==> src/verilog/i2c_status_map.vh <==
// Register offsets, field positions and reset values of the bus status flag logic
`ifndef I2C_STATUS_MAP_VH
`define I2C_STATUS_MAP_VH

// Register offsets
`define TRANSMIT_BYTE_OFS      8'h06
`define RECEIVE_BYTE_OFS       8'h06
`define BUS_STATUS_PRIMARY_OFS 8'h07
`define BUS_STATUS_ERRORS_OFS  8'h08

// Reset values
`define TRANSMIT_BYTE_RST      8'h00
`define STATUS_RST             8'h00

// Primary status fields
`define EVENT_SUMMARY_BIT      7
`define TEN_BIT_HEADER_BIT     6
`define TRANSFER_DIR_BIT       5
`define BUS_BUSY_BIT           4
`define BYTE_DONE_BIT          3
`define ADDRESS_MATCHED_BIT    2
`define MASTER_MODE_BIT        1
`define START_SENT_BIT         0

// Error status fields
`define ACK_FAILURE_BIT        4
`define STOP_SEEN_BIT          3
`define ARBITRATION_LOST_BIT   2
`define BUS_ERROR_BIT          1
`define GENERAL_CALL_BIT       0

// General call address
`define GENERAL_CALL_ADDR      7'h00

`endif

==> src/verilog/i2c_status_flag_logic.v <==
// Status registers, event flags, clock stretch and transmit byte of a two-wire bus interface
`timescale 1ns/100ps
`include "i2c_status_map.vh"

// Operation
// - Summary event flag follows any event; cleared by the sequences or error status read.
// - Ten-bit header flag set after first address byte; cleared by error read then write.
// - Direction flag shows transmit or receive; cleared with byte-done, stop, arbitration, disable.
// - Bus-busy set on Start, cleared on Stop, tracked even when disabled.
// - Byte-done set per byte; cleared by primary read then data read or write.
// - Transmit byte-done waits for acknowledge clock; address byte waits for address-done.
// - Receive byte-done set after acknowledge clock driven, only with acknowledge enabled.
// - Clock line held low while byte-done or address-matched is set.
// - Address-matched on own address or general call; cleared by primary read or disable.
// - Master flag set on start request; cleared by Stop, arbitration loss or disable.
// - Start-sent set after Start; cleared by primary read then address write.
// - Acknowledge failure on unacknowledged transmit; cleared by error read or disable.
// - Stop-seen in slave mode after acknowledged byte; cleared by error read or disable.
// - Arbitration-lost set, returns to slave; cleared by error read or disable.
// - Bus error on misplaced Start or Stop; cleared by error read or disable.
// - General-call-seen when enabled; cleared by Stop or disable.
// - Clock line released while any error flag is set.
// - Writing the transmit byte starts its transmission.
// - One interrupt, gated by interrupt enable and interface mask.
module i2c_status_flag_logic (
	// Clock and reset
	input  wire       clk_sys,
	input  wire       reset_n,
	// Register port
	input  wire [7:0] reg_addr,
	input  wire [7:0] reg_wdata,
	input  wire       reg_write,
	input  wire       reg_read,
	output reg  [7:0] reg_rdata,
	// Control bits
	input  wire       peripheral_enable,
	input  wire       interrupt_enable,
	input  wire       general_call_enable,
	input  wire       ack_enable,
	input  wire       start_request,
	input  wire       interface_irq_mask,
	input  wire [7:0] own_address,
	// Bit engine events, one-cycle pulses; received address, byte-in-progress level and received byte
	input  wire       tx_ack_clock_seen,
	input  wire       rx_ack_clock_driven,
	input  wire       address_done_event,
	input  wire       ten_bit_header_done,
	input  wire       start_generated,
	input  wire       tx_not_acknowledged,
	input  wire       arbitration_lost_event,
	input  wire       rx_address_valid,
	input  wire [7:0] rx_address,
	input  wire       byte_in_progress,
	input  wire [7:0] received_byte,
	// Bus pins
	input  wire       scl_in,
	input  wire       sda_in,
	output reg        scl_out,
	output reg        scl_oe,
	// Transmit path
	output reg  [7:0] transmit_byte,
	output reg        transmit_load,
	// Interrupt
	output reg        irq
);

	////////////////////////////////////////////////////////////////////////////////
	// Flag update: set wins over clear
	function flag_next;
		input cur;
		input set;
		input clr;
		begin
			flag_next = set | (cur & ~clr);
		end
	endfunction

	////////////////////////////////////////////////////////////////////////////////
	// Pin synchronisers and edge detection
	reg  [1:0] scl_sync;
	reg  [1:0] sda_sync;
	reg        scl_prev;
	reg        sda_prev;
	wire       scl_s = scl_sync[1];
	wire       sda_s = sda_sync[1];
	wire       start_det = scl_s & scl_prev & sda_prev & ~sda_s;
	wire       stop_det  = scl_s & scl_prev & ~sda_prev & sda_s;

	always @(posedge clk_sys or negedge reset_n) begin
		if (!reset_n) begin
			scl_sync <= 2'h3;
			sda_sync <= 2'h3;
			scl_prev <= 1'b1;
			sda_prev <= 1'b1;
		end else begin
			scl_sync <= {scl_sync[0], scl_in};
			sda_sync <= {sda_sync[0], sda_in};
			scl_prev <= scl_s;
			sda_prev <= sda_s;
		end
	end

	////////////////////////////////////////////////////////////////////////////////
	// Flags
	reg  event_summary;
	reg  ten_bit_header_sent;
	reg  transfer_direction;
	reg  bus_busy;
	reg  byte_done;
	reg  address_matched;
	reg  master_mode_flag;
	reg  start_sent;
	reg  ack_failure;
	reg  stop_seen;
	reg  arbitration_lost;
	reg  bus_error_flag;
	reg  general_call_seen;
	reg  address_sent;
	reg  acked_since_start;
	reg  primary_read_armed;
	reg  errors_read_armed;
	reg  start_request_prev;

	// Register accesses
	wire pe        = peripheral_enable;
	wire rd_prim   = reg_read & (reg_addr == `BUS_STATUS_PRIMARY_OFS);
	wire rd_err    = reg_read & (reg_addr == `BUS_STATUS_ERRORS_OFS);
	wire rd_data   = reg_read & (reg_addr == `RECEIVE_BYTE_OFS);
	wire wr_data   = reg_write & (reg_addr == `TRANSMIT_BYTE_OFS);

	// Event sources
	wire gc_hit    = general_call_enable & (rx_address[7:1] == `GENERAL_CALL_ADDR);
	wire own_hit   = (rx_address[7:1] == own_address[7:1]) & (rx_address[7:1] != 7'h00);
	wire set_match = pe & ~master_mode_flag & rx_address_valid & (own_hit | gc_hit);
	wire set_tx    = pe & (tx_ack_clock_seen | address_done_event);
	wire set_rx    = pe & rx_ack_clock_driven & ack_enable;
	wire set_btf   = set_tx | set_rx;
	wire set_sb    = pe & start_generated;
	wire set_h10   = pe & ten_bit_header_done;
	wire set_af    = pe & tx_not_acknowledged;
	wire set_stop  = pe & stop_det & ~master_mode_flag & acked_since_start;
	wire set_arbitration_lost  = pe & arbitration_lost_event;
	wire set_bus_error_flag  = pe & (start_det | stop_det) & byte_in_progress;
	wire set_general_call_seen  = set_match & gc_hit;
	wire set_ms    = pe & start_request & ~start_request_prev;

	// Two-step clears
	wire clr_btf   = primary_read_armed & (rd_data | wr_data);
	wire clr_sb    = primary_read_armed & wr_data;
	wire clr_h10   = errors_read_armed & wr_data;
	wire err_any   = ack_failure | stop_seen | arbitration_lost | bus_error_flag;

	// Next values
	wire next_byte_done  = pe & flag_next(byte_done, set_btf, clr_btf);
	wire next_match      = pe & flag_next(address_matched, set_match, rd_prim);
	wire next_start_sent = pe & flag_next(start_sent, set_sb, clr_sb);
	wire next_h10        = pe & flag_next(ten_bit_header_sent, set_h10, clr_h10);
	wire next_af         = pe & flag_next(ack_failure, set_af, rd_err);
	wire next_stop       = pe & flag_next(stop_seen, set_stop, rd_err);
	wire next_arbitration_lost       = pe & flag_next(arbitration_lost, set_arbitration_lost, rd_err);
	wire next_bus_error_flag       = pe & flag_next(bus_error_flag, set_bus_error_flag, rd_err);
	wire next_addr_sent  = pe & flag_next(address_sent, pe & address_done_event, rd_prim);
	wire next_summary    = next_byte_done | next_match | next_start_sent | next_h10 |
	                       next_af | next_stop | next_arbitration_lost | next_bus_error_flag | next_addr_sent;
	wire next_scl_hold   = (next_byte_done | next_match) &
	                       ~(next_af | next_stop | next_arbitration_lost | next_bus_error_flag);

	// Start request edge detector
	always @(posedge clk_sys or negedge reset_n) begin
		if (!reset_n) begin
			start_request_prev <= 1'b0;
		end else begin
			start_request_prev <= start_request;
		end
	end

	// Byte done
	always @(posedge clk_sys or negedge reset_n) begin
		if (!reset_n) begin
			byte_done <= 1'b0;
		end else begin
			byte_done <= next_byte_done;
		end
	end

	// Address matched
	always @(posedge clk_sys or negedge reset_n) begin
		if (!reset_n) begin
			address_matched <= 1'b0;
		end else begin
			address_matched <= next_match;
		end
	end

	// Start sent
	always @(posedge clk_sys or negedge reset_n) begin
		if (!reset_n) begin
			start_sent <= 1'b0;
		end else begin
			start_sent <= next_start_sent;
		end
	end

	// Ten-bit header sent
	always @(posedge clk_sys or negedge reset_n) begin
		if (!reset_n) begin
			ten_bit_header_sent <= 1'b0;
		end else begin
			ten_bit_header_sent <= next_h10;
		end
	end

	// Acknowledge failure
	always @(posedge clk_sys or negedge reset_n) begin
		if (!reset_n) begin
			ack_failure <= 1'b0;
		end else begin
			ack_failure <= next_af;
		end
	end

	// Stop seen
	always @(posedge clk_sys or negedge reset_n) begin
		if (!reset_n) begin
			stop_seen <= 1'b0;
		end else begin
			stop_seen <= next_stop;
		end
	end

	// Arbitration lost
	always @(posedge clk_sys or negedge reset_n) begin
		if (!reset_n) begin
			arbitration_lost <= 1'b0;
		end else begin
			arbitration_lost <= next_arbitration_lost;
		end
	end

	// Bus error
	always @(posedge clk_sys or negedge reset_n) begin
		if (!reset_n) begin
			bus_error_flag <= 1'b0;
		end else begin
			bus_error_flag <= next_bus_error_flag;
		end
	end

	// Address sent as master, only feeds the summary
	always @(posedge clk_sys or negedge reset_n) begin
		if (!reset_n) begin
			address_sent <= 1'b0;
		end else begin
			address_sent <= next_addr_sent;
		end
	end

	// Summary event flag
	always @(posedge clk_sys or negedge reset_n) begin
		if (!reset_n) begin
			event_summary <= 1'b0;
		end else begin
			event_summary <= next_summary;
		end
	end

	// Busy tracks the bus regardless of enable
	always @(posedge clk_sys or negedge reset_n) begin
		if (!reset_n) begin
			bus_busy <= 1'b0;
		end else begin
			if (start_det) begin
				bus_busy <= 1'b1;
			end else if (stop_det) begin
				bus_busy <= 1'b0;
			end
		end
	end

	// Direction valid only with byte done
	always @(posedge clk_sys or negedge reset_n) begin
		if (!reset_n) begin
			transfer_direction <= 1'b0;
		end else begin
			if (!pe || stop_det || set_arbitration_lost) begin
				transfer_direction <= 1'b0;
			end else if (set_btf) begin
				transfer_direction <= set_tx;
			end else if (clr_btf) begin
				transfer_direction <= 1'b0;
			end
		end
	end

	// Master mode, arbitration loss drops back to slave
	always @(posedge clk_sys or negedge reset_n) begin
		if (!reset_n) begin
			master_mode_flag <= 1'b0;
		end else begin
			if (!pe || stop_det || set_arbitration_lost) begin
				master_mode_flag <= 1'b0;
			end else if (set_ms) begin
				master_mode_flag <= 1'b1;
			end
		end
	end

	// General call seen
	always @(posedge clk_sys or negedge reset_n) begin
		if (!reset_n) begin
			general_call_seen <= 1'b0;
		end else begin
			general_call_seen <= pe & flag_next(general_call_seen, set_general_call_seen, stop_det);
		end
	end

	// Acknowledged traffic since the last Start, qualifies stop-seen
	always @(posedge clk_sys or negedge reset_n) begin
		if (!reset_n) begin
			acked_since_start <= 1'b0;
		end else begin
			acked_since_start <= pe & flag_next(acked_since_start, set_rx | set_match,
			                                    stop_det | start_det);
		end
	end

	// Arm second steps of clearing sequences
	always @(posedge clk_sys or negedge reset_n) begin
		if (!reset_n) begin
			primary_read_armed <= 1'b0;
		end else begin
			if (!pe || clr_btf || clr_sb) begin
				primary_read_armed <= rd_prim;
			end else if (rd_prim) begin
				primary_read_armed <= 1'b1;
			end
		end
	end

	always @(posedge clk_sys or negedge reset_n) begin
		if (!reset_n) begin
			errors_read_armed <= 1'b0;
		end else begin
			if (!pe || clr_h10) begin
				errors_read_armed <= rd_err;
			end else if (rd_err) begin
				errors_read_armed <= 1'b1;
			end
		end
	end

	////////////////////////////////////////////////////////////////////////////////
	// Register read, transmit byte, clock line and interrupt
	reg [7:0] next_rdata;

	always @* begin
		next_rdata = 8'h00;
		if (reg_read) begin
			case (reg_addr)
				`RECEIVE_BYTE_OFS: begin
					next_rdata = received_byte;
				end
				`BUS_STATUS_PRIMARY_OFS: begin
					next_rdata[`EVENT_SUMMARY_BIT]   = event_summary;
					next_rdata[`TEN_BIT_HEADER_BIT]  = ten_bit_header_sent;
					next_rdata[`TRANSFER_DIR_BIT]    = transfer_direction;
					next_rdata[`BUS_BUSY_BIT]        = bus_busy;
					next_rdata[`BYTE_DONE_BIT]       = byte_done;
					next_rdata[`ADDRESS_MATCHED_BIT] = address_matched;
					next_rdata[`MASTER_MODE_BIT]     = master_mode_flag;
					next_rdata[`START_SENT_BIT]      = start_sent;
				end
				`BUS_STATUS_ERRORS_OFS: begin
					next_rdata[`ACK_FAILURE_BIT]      = ack_failure;
					next_rdata[`STOP_SEEN_BIT]        = stop_seen;
					next_rdata[`ARBITRATION_LOST_BIT] = arbitration_lost;
					next_rdata[`BUS_ERROR_BIT]        = bus_error_flag;
					next_rdata[`GENERAL_CALL_BIT]     = general_call_seen;
				end
				default: begin
					next_rdata = 8'h00;
				end
			endcase
		end
	end

	always @(posedge clk_sys or negedge reset_n) begin
		if (!reset_n) begin
			reg_rdata     <= `STATUS_RST;
			transmit_byte <= `TRANSMIT_BYTE_RST;
			transmit_load <= 1'b0;
			scl_out       <= 1'b0;
			scl_oe        <= 1'b0;
			irq           <= 1'b0;
		end else begin
			reg_rdata     <= next_rdata;
			transmit_load <= wr_data;
			if (wr_data)
				transmit_byte <= reg_wdata;
			scl_out <= 1'b0;
			scl_oe  <= next_scl_hold;
			irq     <= next_summary & interrupt_enable & interface_irq_mask;
		end
	end

endmodule // i2c_status_flag_logic

==> config.mk <==
export PLATFORM = sky130hd
export DESIGN_NAME = i2c_status_flag_logic
export DESIGN_NICKNAME = d
export VERILOG_FILES = /design/src/verilog/i2c_status_flag_logic.v
export VERILOG_INCLUDE_DIRS = /design/src /design/src/verilog
export SDC_FILE = /design/constraint.sdc
export NUM_CORES = 1
export LEC_CHECK = 0
export ABC_AREA = 1
export BUFFER_PORTS_ARGS = -buffer_cell sky130_fd_sc_hd__buf_2
export CAP_MARGIN = 20
export CORE_MARGIN = 1.5
export CORE_UTILIZATION = 35
export DETAILED_ROUTE_END_ITERATION = 8
export SLEW_MARGIN = 20
export SYNTH_ARGS = -nofsm -noshare
export SYNTH_HDL_FRONTEND = slang
export SYNTH_SLANG_ARGS = --single-unit
==> constraint.sdc <==
create_clock -name clk_sys -period 2.5 [get_ports clk_sys]
set_clock_uncertainty 0.05 [all_clocks]
set_input_delay 0.375 -clock clk_sys [delete_from_list [all_inputs] [get_ports clk_sys]]
set_output_delay 0.375 -clock clk_sys [all_outputs]
set_load 0.05 [all_outputs]
Word level (Yosys, flattened, before mapping)
Index checks and enable logic that the tools add are counted.

Add/subtract/negate cells: 0. Multipliers: 0. Div/mod/pow operators: 0. Order comparisons: 0. Eq/ne operators: 4. Shift operators: 0. Multiplexer cells: 14. Bitwise operators: 98. Reduce and logical (&&, ||, !) cells: 13.

Operator list (number): $and A1 B1 Y1 (58); $or A1 B1 Y1 (28); $eq A8 B3 Y1 const B (2); $pmux W5 S3 (1); $not A1 Y1 (12); $mux W1 (11); $eq A8 B4 Y1 const B (1); $mux W8 (1); $reduce_bool A2 Y1 (4); $eq A7 B7 Y1 (1); $logic_not A7 Y1 (1); $reduce_bool A7 Y1 (1); $pmux W3 S2 (1); $logic_or A1 B1 Y1 (5); $reduce_bool A3 Y1 (1); $logic_not A1 Y1 (1).

Register bits after elaboration: 43. Latch bits: 0. Memory bits (writable): 0. Memory bits (read-only): 0. Input port bits: 61. Output and inout port bits: 20. Word-level logic and storage cells: 156. Memories: 0.

Longest topological paths before layout
Word-level depth: 18. Gate-level depth with buffers: 12.

Worst setup path after synthesis
OpenSTA, ideal clock, no wires.

Kind: input to register. Start: input reg_addr[5]. End: register irq. Setup time: 124 ps. Arrival time: 1280 ps. Required time: 2326 ps. Setup slack: 1046 ps. Cell stages on the path: 11. Path buffers: 1. Path through: nor2_1 -> nand2_1 -> nor2_2 -> buf_6 -> nand3_2 -> nand2_1 -> nand2_1 -> nand2_2 -> nand3_2 -> nor2_2 -> a21oi_1.

Cells in the longest elaborated chain, start to end: 18.

RTL lines: from (decl) (line i2c_status_flag_logic.v:30) `input wire [7:0] reg_addr,`; $eq A8 B3 Y1; $and A1 B1 Y1 (on tied branches) (line i2c_status_flag_logic.v:128, i2c_status_flag_logic.v:129); $or A1 B1 Y1 (line i2c_status_flag_logic.v:148) `wire clr_btf = primary_read_armed & (rd_data | wr_data);`; $and A1 B1 Y1 (line i2c_status_flag_logic.v:148); $not A1 Y1 (line i2c_status_flag_logic.v:74) `flag_next = set | (cur & ~clr);`; $and A1 B1 Y1 (line i2c_status_flag_logic.v:74); $or A1 B1 Y1 (line i2c_status_flag_logic.v:74); $and A1 B1 Y1 (line i2c_status_flag_logic.v:154) `wire next_byte_done = pe & flag_next(byte_done, set_btf, clr_btf);`; $or A1 B1 Y1 (4 in a row) (line i2c_status_flag_logic.v:163) `wire next_summary = next_byte_done | next_match | next_start_sent | next_h10 |`; $or A1 B1 Y1 (3 in a row) (line i2c_status_flag_logic.v:164) `next_af | next_stop | next_arbitration_lost | next_bus_error_flag | next_addr_sent;`; $or A1 B1 Y1 * (line i2c_status_flag_logic.v:164); $and A1 B1 Y1 * (2 in a row) (line i2c_status_flag_logic.v:402) `irq <= next_summary & interrupt_enable & interface_irq_mask;`; to (signal assigned) (line i2c_status_flag_logic.v:402); to (decl) (line i2c_status_flag_logic.v:64) `output reg irq`.

Every way passes the cells marked *; elsewhere a longest branch is shown, timed or not. A chain may end at the register's enable or synchronous reset.

Worst setup path after layout
Start: register sda_sync[1]. End: register scl_oe.

Cells in the longest elaborated chain, start to end: 11.

RTL lines: from (decl) (line i2c_status_flag_logic.v:81) `reg [1:0] sda_sync;`; from (signal assigned) (line i2c_status_flag_logic.v:97) `sda_sync <= {sda_sync[0], sda_in};`; $and A1 B1 Y1 (line i2c_status_flag_logic.v:87) `wire stop_det = scl_s & scl_prev & ~sda_prev & sda_s;`; $and A1 B1 Y1 (3 in a row) (line i2c_status_flag_logic.v:141) `wire set_stop = pe & stop_det & ~master_mode_flag & acked_since_start;`; $or A1 B1 Y1 (line i2c_status_flag_logic.v:74); $and A1 B1 Y1 (line i2c_status_flag_logic.v:159) `wire next_stop = pe & flag_next(stop_seen, set_stop, rd_err);`; $or A1 B1 Y1 (2 in a row) (line i2c_status_flag_logic.v:166) `~(next_af | next_stop | next_arbitration_lost | next_bus_error_flag);`; $or A1 B1 Y1 * (line i2c_status_flag_logic.v:166); $not A1 Y1 * (line i2c_status_flag_logic.v:166); $and A1 B1 Y1 * (line i2c_status_flag_logic.v:165) `wire next_scl_hold = (next_byte_done | next_match) &`; net next_scl_hold (line i2c_status_flag_logic.v:165); to (signal assigned) (line i2c_status_flag_logic.v:401) `scl_oe <= next_scl_hold;`; to (decl) (line i2c_status_flag_logic.v:59) `output reg scl_oe,`.

The timed path passes the listed nets; every way through them passes the cells marked *.

==> summary.md <==
| Metric | Value |
|---|---|
| Die width | `78.8 um` |
| PnR worst setup slack | `about 920 ps` |
| H-tree levels | `2` |
| Critical path startpoint category | `flip-flop` |
| Layout area overhead | `26.7%` |
| Routed len/inst | `10.8 um` |
| CTS buffer count | `5` |
| FF+latch count, synth | `43` |
| Max Fclk | `632 MHz` |
| Initial Utilization | `36.3%` |
| Core area | `5540 um^2` |
| Worst Path Required | `approximately 2600 ps` |
| Leak pwr | `1.51 nW` |
| RSZ-0062 raised after global routing | `false` |
| Latest clock arrival within the worst-skew pair | `between 200 and 300 ps` |
| Vias in the first global route | `~1700` |
| Via count | `about 1800` |
| Int Pwr | `0.995 mW` |
| RD Place Congestion | `a little over 0.8` |
| Hold Path Class | `in2reg` |
| # Post-CTS Setup Buffers | `0` |
| Placement Rows | `27` |
| Netlist cell types | `26` |
| Via density | `around 4.4` |
| Sw Share | `26.4%` |
| Worst slew pin tran | `a little over 900 ps` |
| Total global routing overflow | `0` |
| Leading post-synthesis cells by cell area | `dfrtp_1, nand2_1, dfstp_2` |
| Final net count | `387` |
| Dpl ws | `639 ps` |
| Finished Layout Cells | `399` |
| Share of power burned in registers | `54.7%` |
| Final Hold Viols | `0` |
| Post-route minimum period | `1580 ps` |
| First-pass GRT wire length | `7.18 mm` |
| Placed Instances | `~390` |
| Async SR Flop Fraction | `100%` |
| Gate Count Post-Synth | `245` |
| Largest net degree at the start of global routing | `43` |
| Comb power frac | `14.2%` |
| Yosys warning count | `0` |
| Yosys top cell area share | `between 40 and 50%` |
| Crit. End Element | `flip-flop` |
| Detailed Place HPWL | `3.34 mm` |
| PwrDens | `530 nW/um^2` |
| Layout cell share with drive strength beyond 1 | `32.4%` |
| Drc violations | `0` |
| IO Pins | `81` |
| Max_slew headroom | `38.8%` |
| Mapped Area | `2010 um^2` |
| Maximum vdd drop | `206 uV` |
| Area leader, netlist | `dfrtp_1` |
| Clk pwr share | `~31%` |
| Die Ht | `78.8 um` |
| Setup TNS | `0 ps` |
| Clock Tree Buf Depth | `2` |
| CTS clk-pin slew, worst paths | `80 ps` |
| Routed Antenna Nets | `0` |
| Final period util | `a little over three fifths` |
| Most frequent cell after synthesis | `nand2_1` |
| Die area | `6220 um^2` |
| Main synth FF type | `dfrtp_1` |
| Post-synthesis sequential area ratio | `53.8%` |
| Max-cap violations | `0` |
| CTS tree | `yes` |
| Clk sinks | `43` |
| Status | `complete, no violations` |
| Top post-synthesis cells by count | `nand2_1, dfrtp_1, inv_1, nand3_1, nor2_1` |
| Syn_area_per_cell | `8.22 um^2` |
| Post-Route WL | `4.32 mm` |
| Core Util, Final | `a little under half` |
| Slew Viols, Final | `0` |
| Drt pass-1 iters | `4` |
| Starting DRT DRC Count | `39` |
| Port Buf Inserts | `77` |
| Initial antenna violation count | `0` |
| Post-CTS Resized | `0` |
| EDFF count, synth | `0` |
| Antenna diodes | `0` |
| Setup Crit Path Kind | `reg2reg` |
| Peak fanout along the critical path | `3` |
| Power after layout | `1.35 mW` |
| Worst Path Arrival | `1710 ps` |
| Final setup fails | `0` |
| Total GRT Usage | `14.9%` |
| Root buffer cell | `clkbuf_8` |
| Sw power | `0.357 mW` |
| Syn Nets | `306` |
| Hold buffer count at CTS | `0` |
-- power groups by stage --
stage                     clock, mW  sequential, mW  combinational (mW)
after CTS                     0.438           0.740               0.197
after global routing          0.476           0.743               0.216
after global placement            0           0.752               0.194
after floorplan                   0           0.781              0.0776
final                         0.420           0.740               0.192
after detailed placement          0           0.753               0.196
-- worst paths after layout --
| path | from | end | cells after the start | slack, ps |
|---|---|---|---|---|
| worst max-delay path | sda_sync[1] | scl_oe | 8 | 920 |
| worst min-delay path | scl_in | scl_sync[0] | 1 | 130 |
| worst max register to register | sda_sync[1] | scl_oe | 8 | 920 |
| worst min register to register | sda_sync[0] | sda_sync[1] | 0 | 310 |
| max in group asynchronous | reset_n | sda_sync[1] | 2 | 1560 |
| min in group asynchronous | reset_n | master_mode_flag | 1 | 170 |
-- flip-flops by register name (all words and copies together) (netlist names), 2 cells and up --
register / flops
transmit_byte: 8
scl_sync: 2
sda_sync: 2
reg_rdata: 8
-- cells by family after synthesis --
kind of cell / after synthesis / synth area share [%]
other: 1 / 0.186
and+or+nand+nor: 134 / 29.2
buffers and inverters: 40 / 8.20
DFF: 43 / 53.8
xor gates and xnor gates: 7 / 3.05
AOI/OAI and AO/OA: 20 / 5.53
-- critical path: stages, from the launching register on --
cell and delay [ps]:
dfstp_2 550, inv_1 50, nor3_1 220, nand4_1 120, nand2_1 110, o21ai_1 70, nand2_1 130, o21bai_1 120
inv_1 60
-- placed cells by master (no fill, tap or decap), drive strengths merged, types with 2 or more instances in the layout --
master  instances
nand2          87
buf            79
dfrtp          37
inv            35
nand3          23
nor2           15
o21ai          10
xnor2           7
clkbuf          7
a21oi           6
dfstp           6
nand4           3
nor3            3
o211ai          2
nand3b          2
-- layer usage --
layer | GRT usage, % | up-vias | share of wire [%]
li1 | - | 921 | -
met1 | 18.2 | 785 | 45
met2 | 25.1 | 58 | 46
met3 | 4.14 | 5 | 6.7
met4 | 5.61 | 0 | 1.5
met5 | 0 | - | 0
-- area by class of cell --
| class | instances | area (um^2) |
|---|---|---|
| clock buffer | 7 | 76.3 |
| clock inverter | 1 | 5.00 |
| fill | 611 | 2990 |
| inverter | 35 | 131 |
| multi-input combinational | 162 | 764 |
| sequential | 43 | 1080 |
| tap | 72 | 90.1 |
| timing repair buffer | 79 | 400 |
-- per-stage QoR --
stage / hold slack [ps] / area [um^2]
2_1_floorplan: 29.4 / 2010
5_1_grt: 105 / 2550
3_3_place_gp: 296 / 2470
3_5_place_dp: 297 / 2470
4_1_cts: 119 / 2550
6_report: 128 / 2550
(Power assumes the default switching activity.)
